===== src/hw/dsl_pkg.sv =====
// package for the drive supervisory logic: register map, fields, timing
// assumes a 25 MHz core clock and an apb slave with 32-bit data
package dsl_pkg;

  // ----------------------------------------------------------------
  // register offsets (byte addresses, one word each)
  // ----------------------------------------------------------------
  localparam logic [7:0] OFS_CTRL      = 8'h00;
  localparam logic [7:0] OFS_WAKE      = 8'h04;
  localparam logic [7:0] OFS_SLEEP     = 8'h08;
  localparam logic [7:0] OFS_SOC       = 8'h0c;
  localparam logic [7:0] OFS_SPEED     = 8'h10;
  localparam logic [7:0] OFS_RUN_MASK  = 8'h14;
  localparam logic [7:0] OFS_STOP_MASK = 8'h18;
  localparam logic [7:0] OFS_STATUS    = 8'h1c;
  localparam logic [7:0] OFS_HOURS     = 8'h20;
  localparam logic [7:0] OFS_LOAD      = 8'h24;
  localparam logic [7:0] OFS_VERSION   = 8'h28;

  // ----------------------------------------------------------------
  // control register field positions
  // ----------------------------------------------------------------
  localparam int CTRL_MOD_BIT   = 0;
  localparam int CTRL_FCL_BIT   = 1;
  localparam int CTRL_DBC_BIT   = 2;
  localparam int CTRL_FAN_BIT   = 3;
  localparam int CTRL_STOPK_BIT = 4;
  localparam int CTRL_PID_BIT   = 5;
  localparam int CTRL_JOG_LSB   = 8;
  localparam int CTRL_DEC_LSB   = 12;

  // ----------------------------------------------------------------
  // reset values and run hours ceiling
  // ----------------------------------------------------------------
  localparam logic [31:0] CTRL_RESET      = 32'h0000_2006;
  localparam logic [15:0] SOC_THR_RESET   = 16'h07d0;
  localparam logic [15:0] FACTOR_RESET    = 16'h2710;
  localparam logic [15:0] RUN_MASK_RESET  = 16'h003f;
  localparam logic [8:0]  STOP_MASK_RESET = 9'h003;
  localparam logic [15:0] HOURS_MAX       = 16'hffff;

  // ----------------------------------------------------------------
  // timing: tick periods in their own units, cycles derived from clock
  // ----------------------------------------------------------------
  localparam int CLK_HZ          = 25_000_000;
  localparam int TICK_10MS_MS    = 10;
  localparam int TICK_10MS_CYC   = CLK_HZ / 1000 * TICK_10MS_MS;
  localparam int FAN_HOLD_S      = 10;
  localparam int FAN_HOLD_TICKS  = FAN_HOLD_S * 100;
  localparam int HOUR_S          = 3600;
  localparam int HOUR_TICKS      = HOUR_S * 100;
  localparam int LIMIT_ALARM_S   = 60;
  localparam int LIMIT_TICKS     = LIMIT_ALARM_S * 100;

  // jog key modes
  typedef enum logic [2:0] {
    JOG_OFF, JOG_SRC_TOGGLE, JOG_DIR_TOGGLE, JOG_FWD, JOG_REV
  } dsl_jog_t;

  // key events from the keypad
  typedef struct packed {
    logic jog_press;
    logic jog_release;
    logic halt_press;
  } dsl_keys_t;

  // plant status inputs
  typedef struct packed {
    logic        run_cmd;
    logic        fast_limit_active;
    logic        hot;
    logic [15:0] set_freq;
    logic [15:0] out_freq;
    logic [15:0] out_current;
  } dsl_plant_t;

  // apb request
  typedef struct packed {
    logic        psel;
    logic        penable;
    logic        pwrite;
    logic [7:0]  paddr;
    logic [31:0] pwdata;
  } dsl_apb_t;

endpackage


===== src/hw/dsl_delay_timer.sv =====
// delay qualifier: a condition must hold for a set number of ticks
// assumes tick is a one-cycle enable on the same clock
`timescale 1ns/1ns
module dsl_delay_timer #(
  parameter int W = 20
) (
  input  wire logic         clk,
  input  wire logic         srst,
  input  wire logic         tick,
  input  wire logic         cond,
  input  wire logic [W-1:0] limit,
  output logic              expired
);
  logic [W-1:0] count;

  // count while the condition holds; a lapse restarts from zero
  always_ff @(posedge clk) begin
    if (srst || !cond) begin
      count   <= '0;
      expired <= 1'b0;
    end else if (count >= limit) begin
      expired <= 1'b1;
    end else if (tick) begin
      count <= count + 1'b1;
    end
  end
endmodule


===== src/hw/dsl_top.sv =====
// top of the drive supervisory logic with its apb register file
// assumes one 25 MHz clock, synchronous reset and pins that need syncing
//
// Our own choices: the APB interface to the registers and the register offsets.
`timescale 1ns/1ns
// Functional notes
// modulation select one gives synchronous carrier
// fast current limit enable, default on
// prolonged fast limiting raises overload alarm
// low set frequency for delay enters sleep
// in sleep, high set frequency wakes
// both frequencies zero disables sleep
// software keeps sleep below wake frequency
// software enables pid computation when sleeping
// overcurrent above threshold past delay faults
// zero overcurrent delay disables detection
// deadband compensation select, default on
// fan mode zero: hold ten seconds, then temperature
// fan mode one: fan always runs
// running load speed from output frequency
// stopped load speed from set frequency
// run hours counter, read only
// mask bits gate displayed values
// run mask bits follow sixteen values
// stop mask bits follow nine values
// jog key function selector decoding
// direction toggle only under keypad source
// stop key scope selects honoured modes
// delay timers restart when condition lapses
// pid compute when stopped selector
module dsl_top #(
  parameter int          TICK_CYC    = dsl_pkg::TICK_10MS_CYC,
  parameter int          LIMIT_TICKS = dsl_pkg::LIMIT_TICKS,
  parameter int          HOUR_TICKS  = dsl_pkg::HOUR_TICKS,
  parameter int          FAN_TICKS   = dsl_pkg::FAN_HOLD_TICKS,
  parameter logic [15:0] VERSION     = 16'h0001   // arbitrary value
) (
  input  wire logic               I_CORE_CLK,
  input  wire logic               I_SRST,
  input  wire dsl_pkg::dsl_apb_t  I_APB,
  input  wire dsl_pkg::dsl_plant_t I_PLANT,
  input  wire logic [2:0]         I_KEYS,
  output logic                    O_PREADY,
  output logic                    O_PSLVERR,
  output logic [31:0]             O_PRDATA,
  output logic                    O_SYNC_MOD,
  output logic                    O_FAST_LIMIT_EN,
  output logic                    O_LIMIT_ALARM,
  output logic                    O_SLEEPING,
  output logic                    O_OC_FAULT,
  output logic                    O_DEADBAND_EN,
  output logic                    O_FAN_ON,
  output logic                    O_PID_RUN,
  output logic                    O_KEYPAD_SRC,
  output logic                    O_REVERSE,
  output logic                    O_JOG_FWD,
  output logic                    O_JOG_REV,
  output logic                    O_HALT,
  output logic [15:0]             O_DISP_MASK
);

  // ----------------------------------------------------------------
  // registers
  // ----------------------------------------------------------------
  logic [31:0] ctrl;
  logic [31:0] wake_cfg;     // [15:0] wake_freq, [31:16] wake_delay (0.1 s)
  logic [31:0] sleep_cfg;    // [15:0] sleep_freq, [31:16] sleep_delay (0.1 s)
  logic [31:0] soc_cfg;      // [15:0] threshold 0.1 %, [31:16] delay 10 ms
  logic [15:0] load_speed_factor;
  logic [15:0] run_display_select_mask;
  logic [8:0]  stop_display_select_mask;
  logic [15:0] accumulated_run_hours;
  logic [31:0] load_speed;

  // ----------------------------------------------------------------
  // pin synchronisers: three stages, change accepted when 2 and 3 agree
  // ----------------------------------------------------------------
  localparam int NPIN = 6;
  logic [NPIN-1:0] pin_raw, s1, s2, s3, pin_q;
  assign pin_raw = {I_KEYS, I_PLANT.run_cmd, I_PLANT.fast_limit_active, I_PLANT.hot};

  always_ff @(posedge I_CORE_CLK) begin
    s1 <= pin_raw;
    s2 <= s1;
    s3 <= s2;
  end

  // filtered level, updated only when the last two stages agree
  genvar gi;
  generate
    for (gi = 0; gi < NPIN; gi++) begin : g_pin
      always_ff @(posedge I_CORE_CLK) begin
        if (I_SRST) begin
          pin_q[gi] <= 1'b0;
        end else if (s2[gi] == s3[gi]) begin
          pin_q[gi] <= s3[gi];
        end
      end
    end
  endgenerate

  logic [NPIN-1:0] pin_d;
  always_ff @(posedge I_CORE_CLK) begin
    if (I_SRST) begin
      pin_d <= '0;
    end else begin
      pin_d <= pin_q;
    end
  end

  logic hot, limiting, running;
  logic jog_press, jog_release, halt_press;
  assign hot         = pin_q[0];
  assign limiting    = pin_q[1];
  assign running     = pin_q[2];
  assign halt_press  = pin_q[3] & ~pin_d[3];
  assign jog_release = ~pin_q[4] & pin_d[4];
  assign jog_press   = pin_q[5] & ~pin_d[5];

  // ----------------------------------------------------------------
  // 10 ms tick divider
  // ----------------------------------------------------------------
  logic [19:0] div;
  logic        tick;
  always_ff @(posedge I_CORE_CLK) begin
    if (I_SRST || div == 20'(TICK_CYC - 1)) begin
      div  <= '0;
      tick <= ~I_SRST;
    end else begin
      div  <= div + 20'h1;
      tick <= 1'b0;
    end
  end

  // ----------------------------------------------------------------
  // apb slave: one wait state per access, unmapped reads zero with error
  // ----------------------------------------------------------------
  logic access;
  assign access = I_APB.psel & I_APB.penable & ~O_PREADY;

  function automatic logic mapped(input logic [7:0] a);
    mapped = (a <= dsl_pkg::OFS_VERSION) && (a[1:0] == 2'b00);
  endfunction

  // answer one cycle into the access phase
  always_ff @(posedge I_CORE_CLK) begin
    if (I_SRST) begin
      O_PREADY  <= 1'b0;
      O_PSLVERR <= 1'b0;
    end else begin
      O_PREADY  <= access;
      O_PSLVERR <= access & ~mapped(I_APB.paddr);
    end
  end

  // register writes; run hours and status ignore writes
  always_ff @(posedge I_CORE_CLK) begin
    if (I_SRST) begin
      ctrl                     <= dsl_pkg::CTRL_RESET;
      wake_cfg                 <= '0;
      sleep_cfg                <= '0;
      soc_cfg                  <= {16'h0000, dsl_pkg::SOC_THR_RESET};
      load_speed_factor        <= dsl_pkg::FACTOR_RESET;
      run_display_select_mask  <= dsl_pkg::RUN_MASK_RESET;
      stop_display_select_mask <= dsl_pkg::STOP_MASK_RESET;
    end else if (access && I_APB.pwrite) begin
      if (I_APB.paddr == dsl_pkg::OFS_CTRL) begin
        ctrl <= I_APB.pwdata;
      end else if (I_APB.paddr == dsl_pkg::OFS_WAKE) begin
        wake_cfg <= I_APB.pwdata;
      end else if (I_APB.paddr == dsl_pkg::OFS_SLEEP) begin
        sleep_cfg <= I_APB.pwdata;
      end else if (I_APB.paddr == dsl_pkg::OFS_SOC) begin
        soc_cfg <= I_APB.pwdata;
      end else if (I_APB.paddr == dsl_pkg::OFS_SPEED) begin
        load_speed_factor <= I_APB.pwdata[15:0];
      end else if (I_APB.paddr == dsl_pkg::OFS_RUN_MASK) begin
        run_display_select_mask <= I_APB.pwdata[15:0];
      end else if (I_APB.paddr == dsl_pkg::OFS_STOP_MASK) begin
        stop_display_select_mask <= I_APB.pwdata[8:0];
      end
    end
  end

  // read mux
  logic [31:0] status_word;
  always_ff @(posedge I_CORE_CLK) begin
    if (I_SRST) begin
      O_PRDATA <= '0;
    end else if (access && !I_APB.pwrite) begin
      if (I_APB.paddr == dsl_pkg::OFS_CTRL) begin
        O_PRDATA <= ctrl;
      end else if (I_APB.paddr == dsl_pkg::OFS_WAKE) begin
        O_PRDATA <= wake_cfg;
      end else if (I_APB.paddr == dsl_pkg::OFS_SLEEP) begin
        O_PRDATA <= sleep_cfg;
      end else if (I_APB.paddr == dsl_pkg::OFS_SOC) begin
        O_PRDATA <= soc_cfg;
      end else if (I_APB.paddr == dsl_pkg::OFS_SPEED) begin
        O_PRDATA <= {16'h0000, load_speed_factor};
      end else if (I_APB.paddr == dsl_pkg::OFS_RUN_MASK) begin
        O_PRDATA <= {16'h0000, run_display_select_mask};
      end else if (I_APB.paddr == dsl_pkg::OFS_STOP_MASK) begin
        O_PRDATA <= {23'h000000, stop_display_select_mask};
      end else if (I_APB.paddr == dsl_pkg::OFS_STATUS) begin
        O_PRDATA <= status_word;
      end else if (I_APB.paddr == dsl_pkg::OFS_HOURS) begin
        O_PRDATA <= {16'h0000, accumulated_run_hours};
      end else if (I_APB.paddr == dsl_pkg::OFS_LOAD) begin
        O_PRDATA <= load_speed;
      end else if (I_APB.paddr == dsl_pkg::OFS_VERSION) begin
        O_PRDATA <= {16'h0000, VERSION};
      end else begin
        O_PRDATA <= '0;
      end
    end
  end

  // ----------------------------------------------------------------
  // control decode and plain settings
  // ----------------------------------------------------------------
  logic        fast_limit_en, fan_always, stop_any_mode;
  logic [2:0]  jog_key_function;
  logic [1:0]  load_speed_decimals;
  assign fast_limit_en       = ctrl[dsl_pkg::CTRL_FCL_BIT];
  assign fan_always          = ctrl[dsl_pkg::CTRL_FAN_BIT];
  assign stop_any_mode       = ctrl[dsl_pkg::CTRL_STOPK_BIT];
  assign jog_key_function    = ctrl[dsl_pkg::CTRL_JOG_LSB +: 3];
  assign load_speed_decimals = ctrl[dsl_pkg::CTRL_DEC_LSB +: 2];

  always_ff @(posedge I_CORE_CLK) begin
    if (I_SRST) begin
      O_SYNC_MOD      <= 1'b0;
      O_FAST_LIMIT_EN <= 1'b1;
      O_DEADBAND_EN   <= 1'b1;
      O_PID_RUN       <= 1'b0;
    end else begin
      O_SYNC_MOD      <= ctrl[dsl_pkg::CTRL_MOD_BIT];
      O_FAST_LIMIT_EN <= fast_limit_en;
      O_DEADBAND_EN   <= ctrl[dsl_pkg::CTRL_DBC_BIT];
      O_PID_RUN       <= running | ctrl[dsl_pkg::CTRL_PID_BIT];
    end
  end

  // ----------------------------------------------------------------
  // timers: prolonged limit, sleep, wake, overcurrent
  // ----------------------------------------------------------------
  logic limit_exp, sleep_exp, wake_exp, oc_exp;
  logic sleep_en, oc_en, in_sleep;
  assign sleep_en = (wake_cfg[15:0] != 16'h0) || (sleep_cfg[15:0] != 16'h0);
  assign oc_en    = soc_cfg[31:16] != 16'h0;

  dsl_delay_timer #(.W(20)) u_limit (
    .clk(I_CORE_CLK), .srst(I_SRST), .tick(tick),
    .cond(fast_limit_en & limiting & running),
    .limit(20'(LIMIT_TICKS)), .expired(limit_exp));

  // sleep and wake delays in 0.1 s, ten ticks each
  dsl_delay_timer #(.W(20)) u_sleep (
    .clk(I_CORE_CLK), .srst(I_SRST), .tick(tick),
    .cond(sleep_en & running & ~in_sleep & (I_PLANT.set_freq <= sleep_cfg[15:0])),
    .limit(20'(sleep_cfg[31:16] * 20'd10)), .expired(sleep_exp));

  dsl_delay_timer #(.W(20)) u_wake (
    .clk(I_CORE_CLK), .srst(I_SRST), .tick(tick),
    .cond(in_sleep & running & (I_PLANT.set_freq >= wake_cfg[15:0])),
    .limit(20'(wake_cfg[31:16] * 20'd10)), .expired(wake_exp));

  dsl_delay_timer #(.W(20)) u_oc (
    .clk(I_CORE_CLK), .srst(I_SRST), .tick(tick),
    .cond(oc_en & (I_PLANT.out_current >= soc_cfg[15:0])),
    .limit({4'h0, soc_cfg[31:16]}), .expired(oc_exp));

  // sleep state and faults
  assign in_sleep = O_SLEEPING;
  always_ff @(posedge I_CORE_CLK) begin
    if (I_SRST) begin
      O_SLEEPING    <= 1'b0;
      O_LIMIT_ALARM <= 1'b0;
      O_OC_FAULT    <= 1'b0;
    end else begin
      if (!sleep_en || !running) begin
        O_SLEEPING <= 1'b0;
      end else if (sleep_exp) begin
        O_SLEEPING <= 1'b1;
      end else if (wake_exp) begin
        O_SLEEPING <= 1'b0;
      end
      O_LIMIT_ALARM <= limit_exp;
      O_OC_FAULT    <= oc_exp;
    end
  end

  // ----------------------------------------------------------------
  // fan: hold after stop, then temperature decides
  // ----------------------------------------------------------------
  logic [10:0] fan_cnt;
  always_ff @(posedge I_CORE_CLK) begin
    if (I_SRST) begin
      fan_cnt <= '0;
      O_FAN_ON <= 1'b0;
    end else if (fan_always) begin
      O_FAN_ON <= 1'b1;
    end else if (running) begin
      fan_cnt  <= 11'(FAN_TICKS);
      O_FAN_ON <= 1'b1;
    end else begin
      if (tick && fan_cnt != 11'h0) begin
        fan_cnt <= fan_cnt - 11'h1;
      end
      O_FAN_ON <= (fan_cnt != 11'h0) | hot;
    end
  end

  // ----------------------------------------------------------------
  // run hours: counts whole hours of running, saturates
  // ----------------------------------------------------------------
  logic [18:0] hour_cnt;
  always_ff @(posedge I_CORE_CLK) begin
    if (I_SRST) begin
      hour_cnt              <= '0;
      accumulated_run_hours <= '0;
    end else if (running && tick) begin
      if (hour_cnt == 19'(HOUR_TICKS - 1)) begin
        hour_cnt <= '0;
        if (accumulated_run_hours != dsl_pkg::HOURS_MAX) begin
          accumulated_run_hours <= accumulated_run_hours + 16'h1;
        end
      end else begin
        hour_cnt <= hour_cnt + 19'h1;
      end
    end
  end

  // ----------------------------------------------------------------
  // load speed: frequency times factor/10000, shown at chosen decimals
  // ----------------------------------------------------------------
  logic [31:0] prod;
  always_ff @(posedge I_CORE_CLK) begin
    if (I_SRST) begin
      prod       <= '0;
      load_speed <= '0;
    end else begin
      prod <= (running ? I_PLANT.out_freq : I_PLANT.set_freq)
              * load_speed_factor;
      // frequency carries two decimals; rescale to selected places
      case (load_speed_decimals)
        2'd0:    load_speed <= prod / 32'd1000000;
        2'd1:    load_speed <= prod / 32'd100000;
        2'd2:    load_speed <= prod / 32'd10000;
        default: load_speed <= prod / 32'd1000;
      endcase
    end
  end

  // ----------------------------------------------------------------
  // display mask: bit order follows the value list of each state
  // ----------------------------------------------------------------
  always_ff @(posedge I_CORE_CLK) begin
    if (I_SRST) begin
      O_DISP_MASK <= '0;
    end else if (running) begin
      O_DISP_MASK <= run_display_select_mask;
    end else begin
      O_DISP_MASK <= {7'h00, stop_display_select_mask};
    end
  end

  // ----------------------------------------------------------------
  // keys: jog function and stop scope
  // ----------------------------------------------------------------
  logic jog_src, jog_dir, jog_fwd, jog_rev;
  always_comb begin
    jog_src = 1'b0;
    jog_dir = 1'b0;
    jog_fwd = 1'b0;
    jog_rev = 1'b0;
    case (jog_key_function)
      3'd1:    jog_src = ~O_KEYPAD_SRC;
      3'd2:    jog_dir = O_KEYPAD_SRC;
      3'd3:    jog_fwd = 1'b1;
      3'd4:    jog_rev = 1'b1;
      default: jog_src = 1'b0;
    endcase
  end

  assign status_word = {24'h0, O_KEYPAD_SRC, O_REVERSE, O_FAN_ON, O_OC_FAULT,
                        O_LIMIT_ALARM, O_SLEEPING, running, hot};

  always_ff @(posedge I_CORE_CLK) begin
    if (I_SRST) begin
      O_KEYPAD_SRC <= 1'b0;
      O_REVERSE    <= 1'b0;
      O_JOG_FWD    <= 1'b0;
      O_JOG_REV    <= 1'b0;
      O_HALT       <= 1'b0;
    end else begin
      if (jog_press && jog_src) begin
        O_KEYPAD_SRC <= 1'b1;
      end
      if (jog_press && jog_dir) begin
        O_REVERSE <= ~O_REVERSE;
      end
      if (jog_press) begin
        O_JOG_FWD <= jog_fwd;
        O_JOG_REV <= jog_rev;
      end else if (jog_release) begin
        O_JOG_FWD <= 1'b0;
        O_JOG_REV <= 1'b0;
      end
      O_HALT <= halt_press & (stop_any_mode | O_KEYPAD_SRC);
    end
  end

endmodule

===== config.mk =====
export PLATFORM = sky130hd
export DESIGN_NAME = dsl_top
export DESIGN_NICKNAME = d
export VERILOG_FILES = /design/src/hw/dsl_pkg.sv /design/src/hw/dsl_delay_timer.sv /design/src/hw/dsl_top.sv
export SDC_FILE = /design/constraint.sdc
export NUM_CORES = 2
export LEC_CHECK = 0
export BUFFER_PORTS_ARGS = -buffer_cell sky130_fd_sc_hd__buf_2
export CAP_MARGIN = 20
export CORE_MARGIN = 1
export CORE_UTILIZATION = 55
export CTS_BUF_LIST = sky130_fd_sc_hd__clkbuf_16
export DETAILED_ROUTE_END_ITERATION = 10
export PLACE_DENSITY = 0.76
export SLEW_MARGIN = 10
export SYNTH_ARGS = -nofsm -noshare
export SYNTH_HDL_FRONTEND = slang
export SYNTH_SLANG_ARGS = --single-unit

===== constraint.sdc =====
create_clock -name I_CORE_CLK -period 101.5 [get_ports I_CORE_CLK]
set_input_delay 5.075 -clock I_CORE_CLK [delete_from_list [all_inputs] [get_ports I_CORE_CLK]]
set_output_delay 5.075 -clock I_CORE_CLK [all_outputs]
set_load 0.005 [all_outputs]

==> flow_summary.toml <==
[logic_synthesis]
synth_compound_area_share_pct = 19.3
synth_top_family_by_area = "simple AND/OR/NAND/NOR gates"
synth_cells = 6252
synth_largest_area_cell = "dfxtp_1"
synth_seq_area_share_pct = 19.1
synthAdderAreaFrac_pct = 22.2
synth_area_um2 = 48600
postSynth.asyncResetShare_pct = 0
yosys_register_bits = 465
yosys.area.top_type_share_pct = 19.1
synthFlopType = "dfxtp_1"
synth_edf_count = 0
synth.area.top_cells = "dfxtp_1 (19%), ha_1 (14%), fa_1 (8.1%), nand2_1 (6.4%), a21oi_1 (5.5%)"
syn-num-nets = 7095
syn-mean-instance-area_um2 = 7.78
synthSimpleGateAreaFrac_pct = 22.7
yosysWarnings = 0
synthXorXnorAreaFrac_pct = 6.34
yosys-mux-area-fraction_pct = 4.67
yosysUniqueCellTypes = 124

[global_routing]
grt_pass1_wl_um = 228000
grt_pass1_vias = 43800
grt_overflow = 0
grt_max_degree = 159
antenna_found_initial = 5
grt_use_total_pct = 31.0

[timing]
fin_ws_ns = 31.28
fmax_mhz = 14.2
period_minus_slack_ns = 70.22
worst_pin_slew_ns = 1.12
slew_headroom_pct = 23.4
tns_ns = 0
slew_viol_final = 0
min_period_over_period_pct = 69.2
final-setup-viol-count = 0
rsz0062_at_grt = "no"
hold_viol = 0
fin_skew_ns = 0.0239

[clocking]
cts.sinks = 465
cts_resized = 0
cts_buffers = 49
clock-root-buffer = "clkbuf_16"
clk_path_buf_depth = 3
tritoncts = "built"
post_cts_buffers = 0
ctsHoldBuffers = 0
htreeDepth = 2
clk_pin_slew_ns = 0.07
clock_latency_ns = 0.62

[critical_path]
arrival_ns = 70.72
r2r-start = "ctrl[12]"
r2r-end = "load_speed[0]"
crit_type = "register to register"
crit_top_cell = "o21a_1"
rrSetupSlack_ns = 31.28
worstRegToRegCells = 305
path_max_fanout = 35
required_ns = 101.99
end_kind = "register"
slowest_delay_ns = 0.85
crit_slowest_cell = "or4_1"
start_kind = "register"

[floorplanning]
ioPinCount = 162
die_area_um2 = 89600
coreArea_um2 = 87200
fp.dieW_um = 299
std_cell_rows = 108
initial_core_util_pct = 55.8
die_h_um = 299

[routing]
drc = 0
vias = 45700
dr.first_iter.drc_count = 4069
firstDrtPassIters = 6
postRouteAntennaNets = 0
wl_um = 143000
post_drt_wl_per_cell_um = 19.2
routed_via_density = 6.13

[hold_path]
min_from = "s1[2]"
min_to = "s2[2]"
whs_path_depth = 0
hold_path_class = "register to register"

[placement]
gp_congestion = 0.973
post-place-ws_ns = 32.16
numPortBuffers = 161
hpwl_um = 109000

[final_layout]
syn_to_final_growth_pct = 6.91
finalNetCount = 7100
layout-drive-gt1-share_pct = 7.86

[outcome]
status = "completed"

[run]
maxCapViolations = 0
## how the worst max path moves through the flow
stage	start	endpoint	slack, ns	cells after the start
detailed placement	ctrl[13]	load_speed[0]	32.16	304
finish	ctrl[12]	load_speed[0]	31.28	305
floorplan	ctrl[13]	load_speed[0]	37.29	339
global route	ctrl[12]	load_speed[0]	25.38	308
CTS	ctrl[12]	load_speed[0]	31.94	304
global placement	ctrl[12]	load_speed[0]	34.67	307
## cell type report
class / instances / area (µm²)
Fill cell: 7841 / 35200
Antenna cell: 2 / 5.00
Timing Repair Buffer: 211 / 1220
Clock buffer: 49 / 1230
Inverter: 456 / 1710
Clock inverter: 39 / 432
Tap cell: 1155 / 1450
Sequential cell: 465 / 9310
Multi-Input combinational cell: 5074 / 36600
## critical path, delay by kind of cell (launching register included)
family	cells	cell delay [ns]
AOI/OAI and AO/OA	179	39.42
adders and majority gates	23	7.05
buffers and inverters	14	1.77
DFF	1	0.44
muxes	8	2.03
and+or+nand+nor	81	19.34
## per-layer routing
| metal | track usage [%] | share of wire, % | up-vias |
|---|---|---|---|
| met4 | 13.6 | 4.5 | 0 |
| li1 | - | - | 21900 |
| met5 | 0 | 0 | - |
| met2 | 51.6 | 46 | 1691 |
| met1 | 40.1 | 42 | 21700 |
| met3 | 3.99 | 6.8 | 392 |
## registers in the layout (all words and copies together), names as in the netlist, 23 cells and up
register and count:
wake_cfg 32, O_PRDATA 32, ctrl 32, soc_cfg 32
load_speed 23, prod 32, sleep_cfg 32
## layout by cell type (no fill, tap or decap), types with 149 or more instances in the layout
cell type	count
dfxtp_1	464
xnor2_1	206
nor3_1	151
nor2_1	517
nand3_1	149
a21oi_1	533
inv_1	456
buf_2	159
o21ai_0	236
nand2_1	826
fa_1	196
ha_1	548
## cell usage after synthesis, types with 20 or more instances
cell type	instances
ha_1	548
xnor2_1	206
or3_1	52
mux2_2	89
nor2b_1	92
nand2_1	826
nor4_1	45
and3_1	70
a211o_1	22
a211oi_1	38
nand2b_1	85
a21oi_1	534
buf_1	21
buf_2	20
mux2i_1	104
nand3_1	149
nor3_1	152
o31ai_1	71
xor2_1	137
o21a_1	108
o21ai_0	238
a21o_1	82
a31oi_1	48
inv_1	455
o21bai_1	36
nand4_1	60
a221oi_1	26
and2_1	128
or2_2	32
clkbuf_1	209
nor2_1	521
fa_1	196
o211ai_1	34
dfxtp_1	465
## logic make-up (layout without fill, tap and decap cells)
group,Yosys count,in the layout
AND/OR/NAND/NOR,2317,2317
adder cells (fa/ha/maj),745,745
AO/OA/AOI/OAI,1456,1456
other,0,2
flip-flops,465,465
multiplexers,209,209
XOR/XNOR,347,347
buffers and inverters,713,755
## through the flow
stage | instance area [µm²] | hold slack (ns) | util, % | cells
after global routing | 52000 | 0.339 | 59.7 | 7449
after CTS | 52000 | 0.333 | 59.6 | 7446
final | 52000 | 0.322 | 59.7 | 7451
after global placement | 50300 | 0.310 | 57.7 | 7358
after detailed placement | 50300 | 0.315 | 57.7 | 7358
after floorplan | 48600 | 0.310 | - | 6252
Power is left out: the tool's default activity adds up to more than one toggle a clock period on the data nets, which glitch-free logic cannot reach.
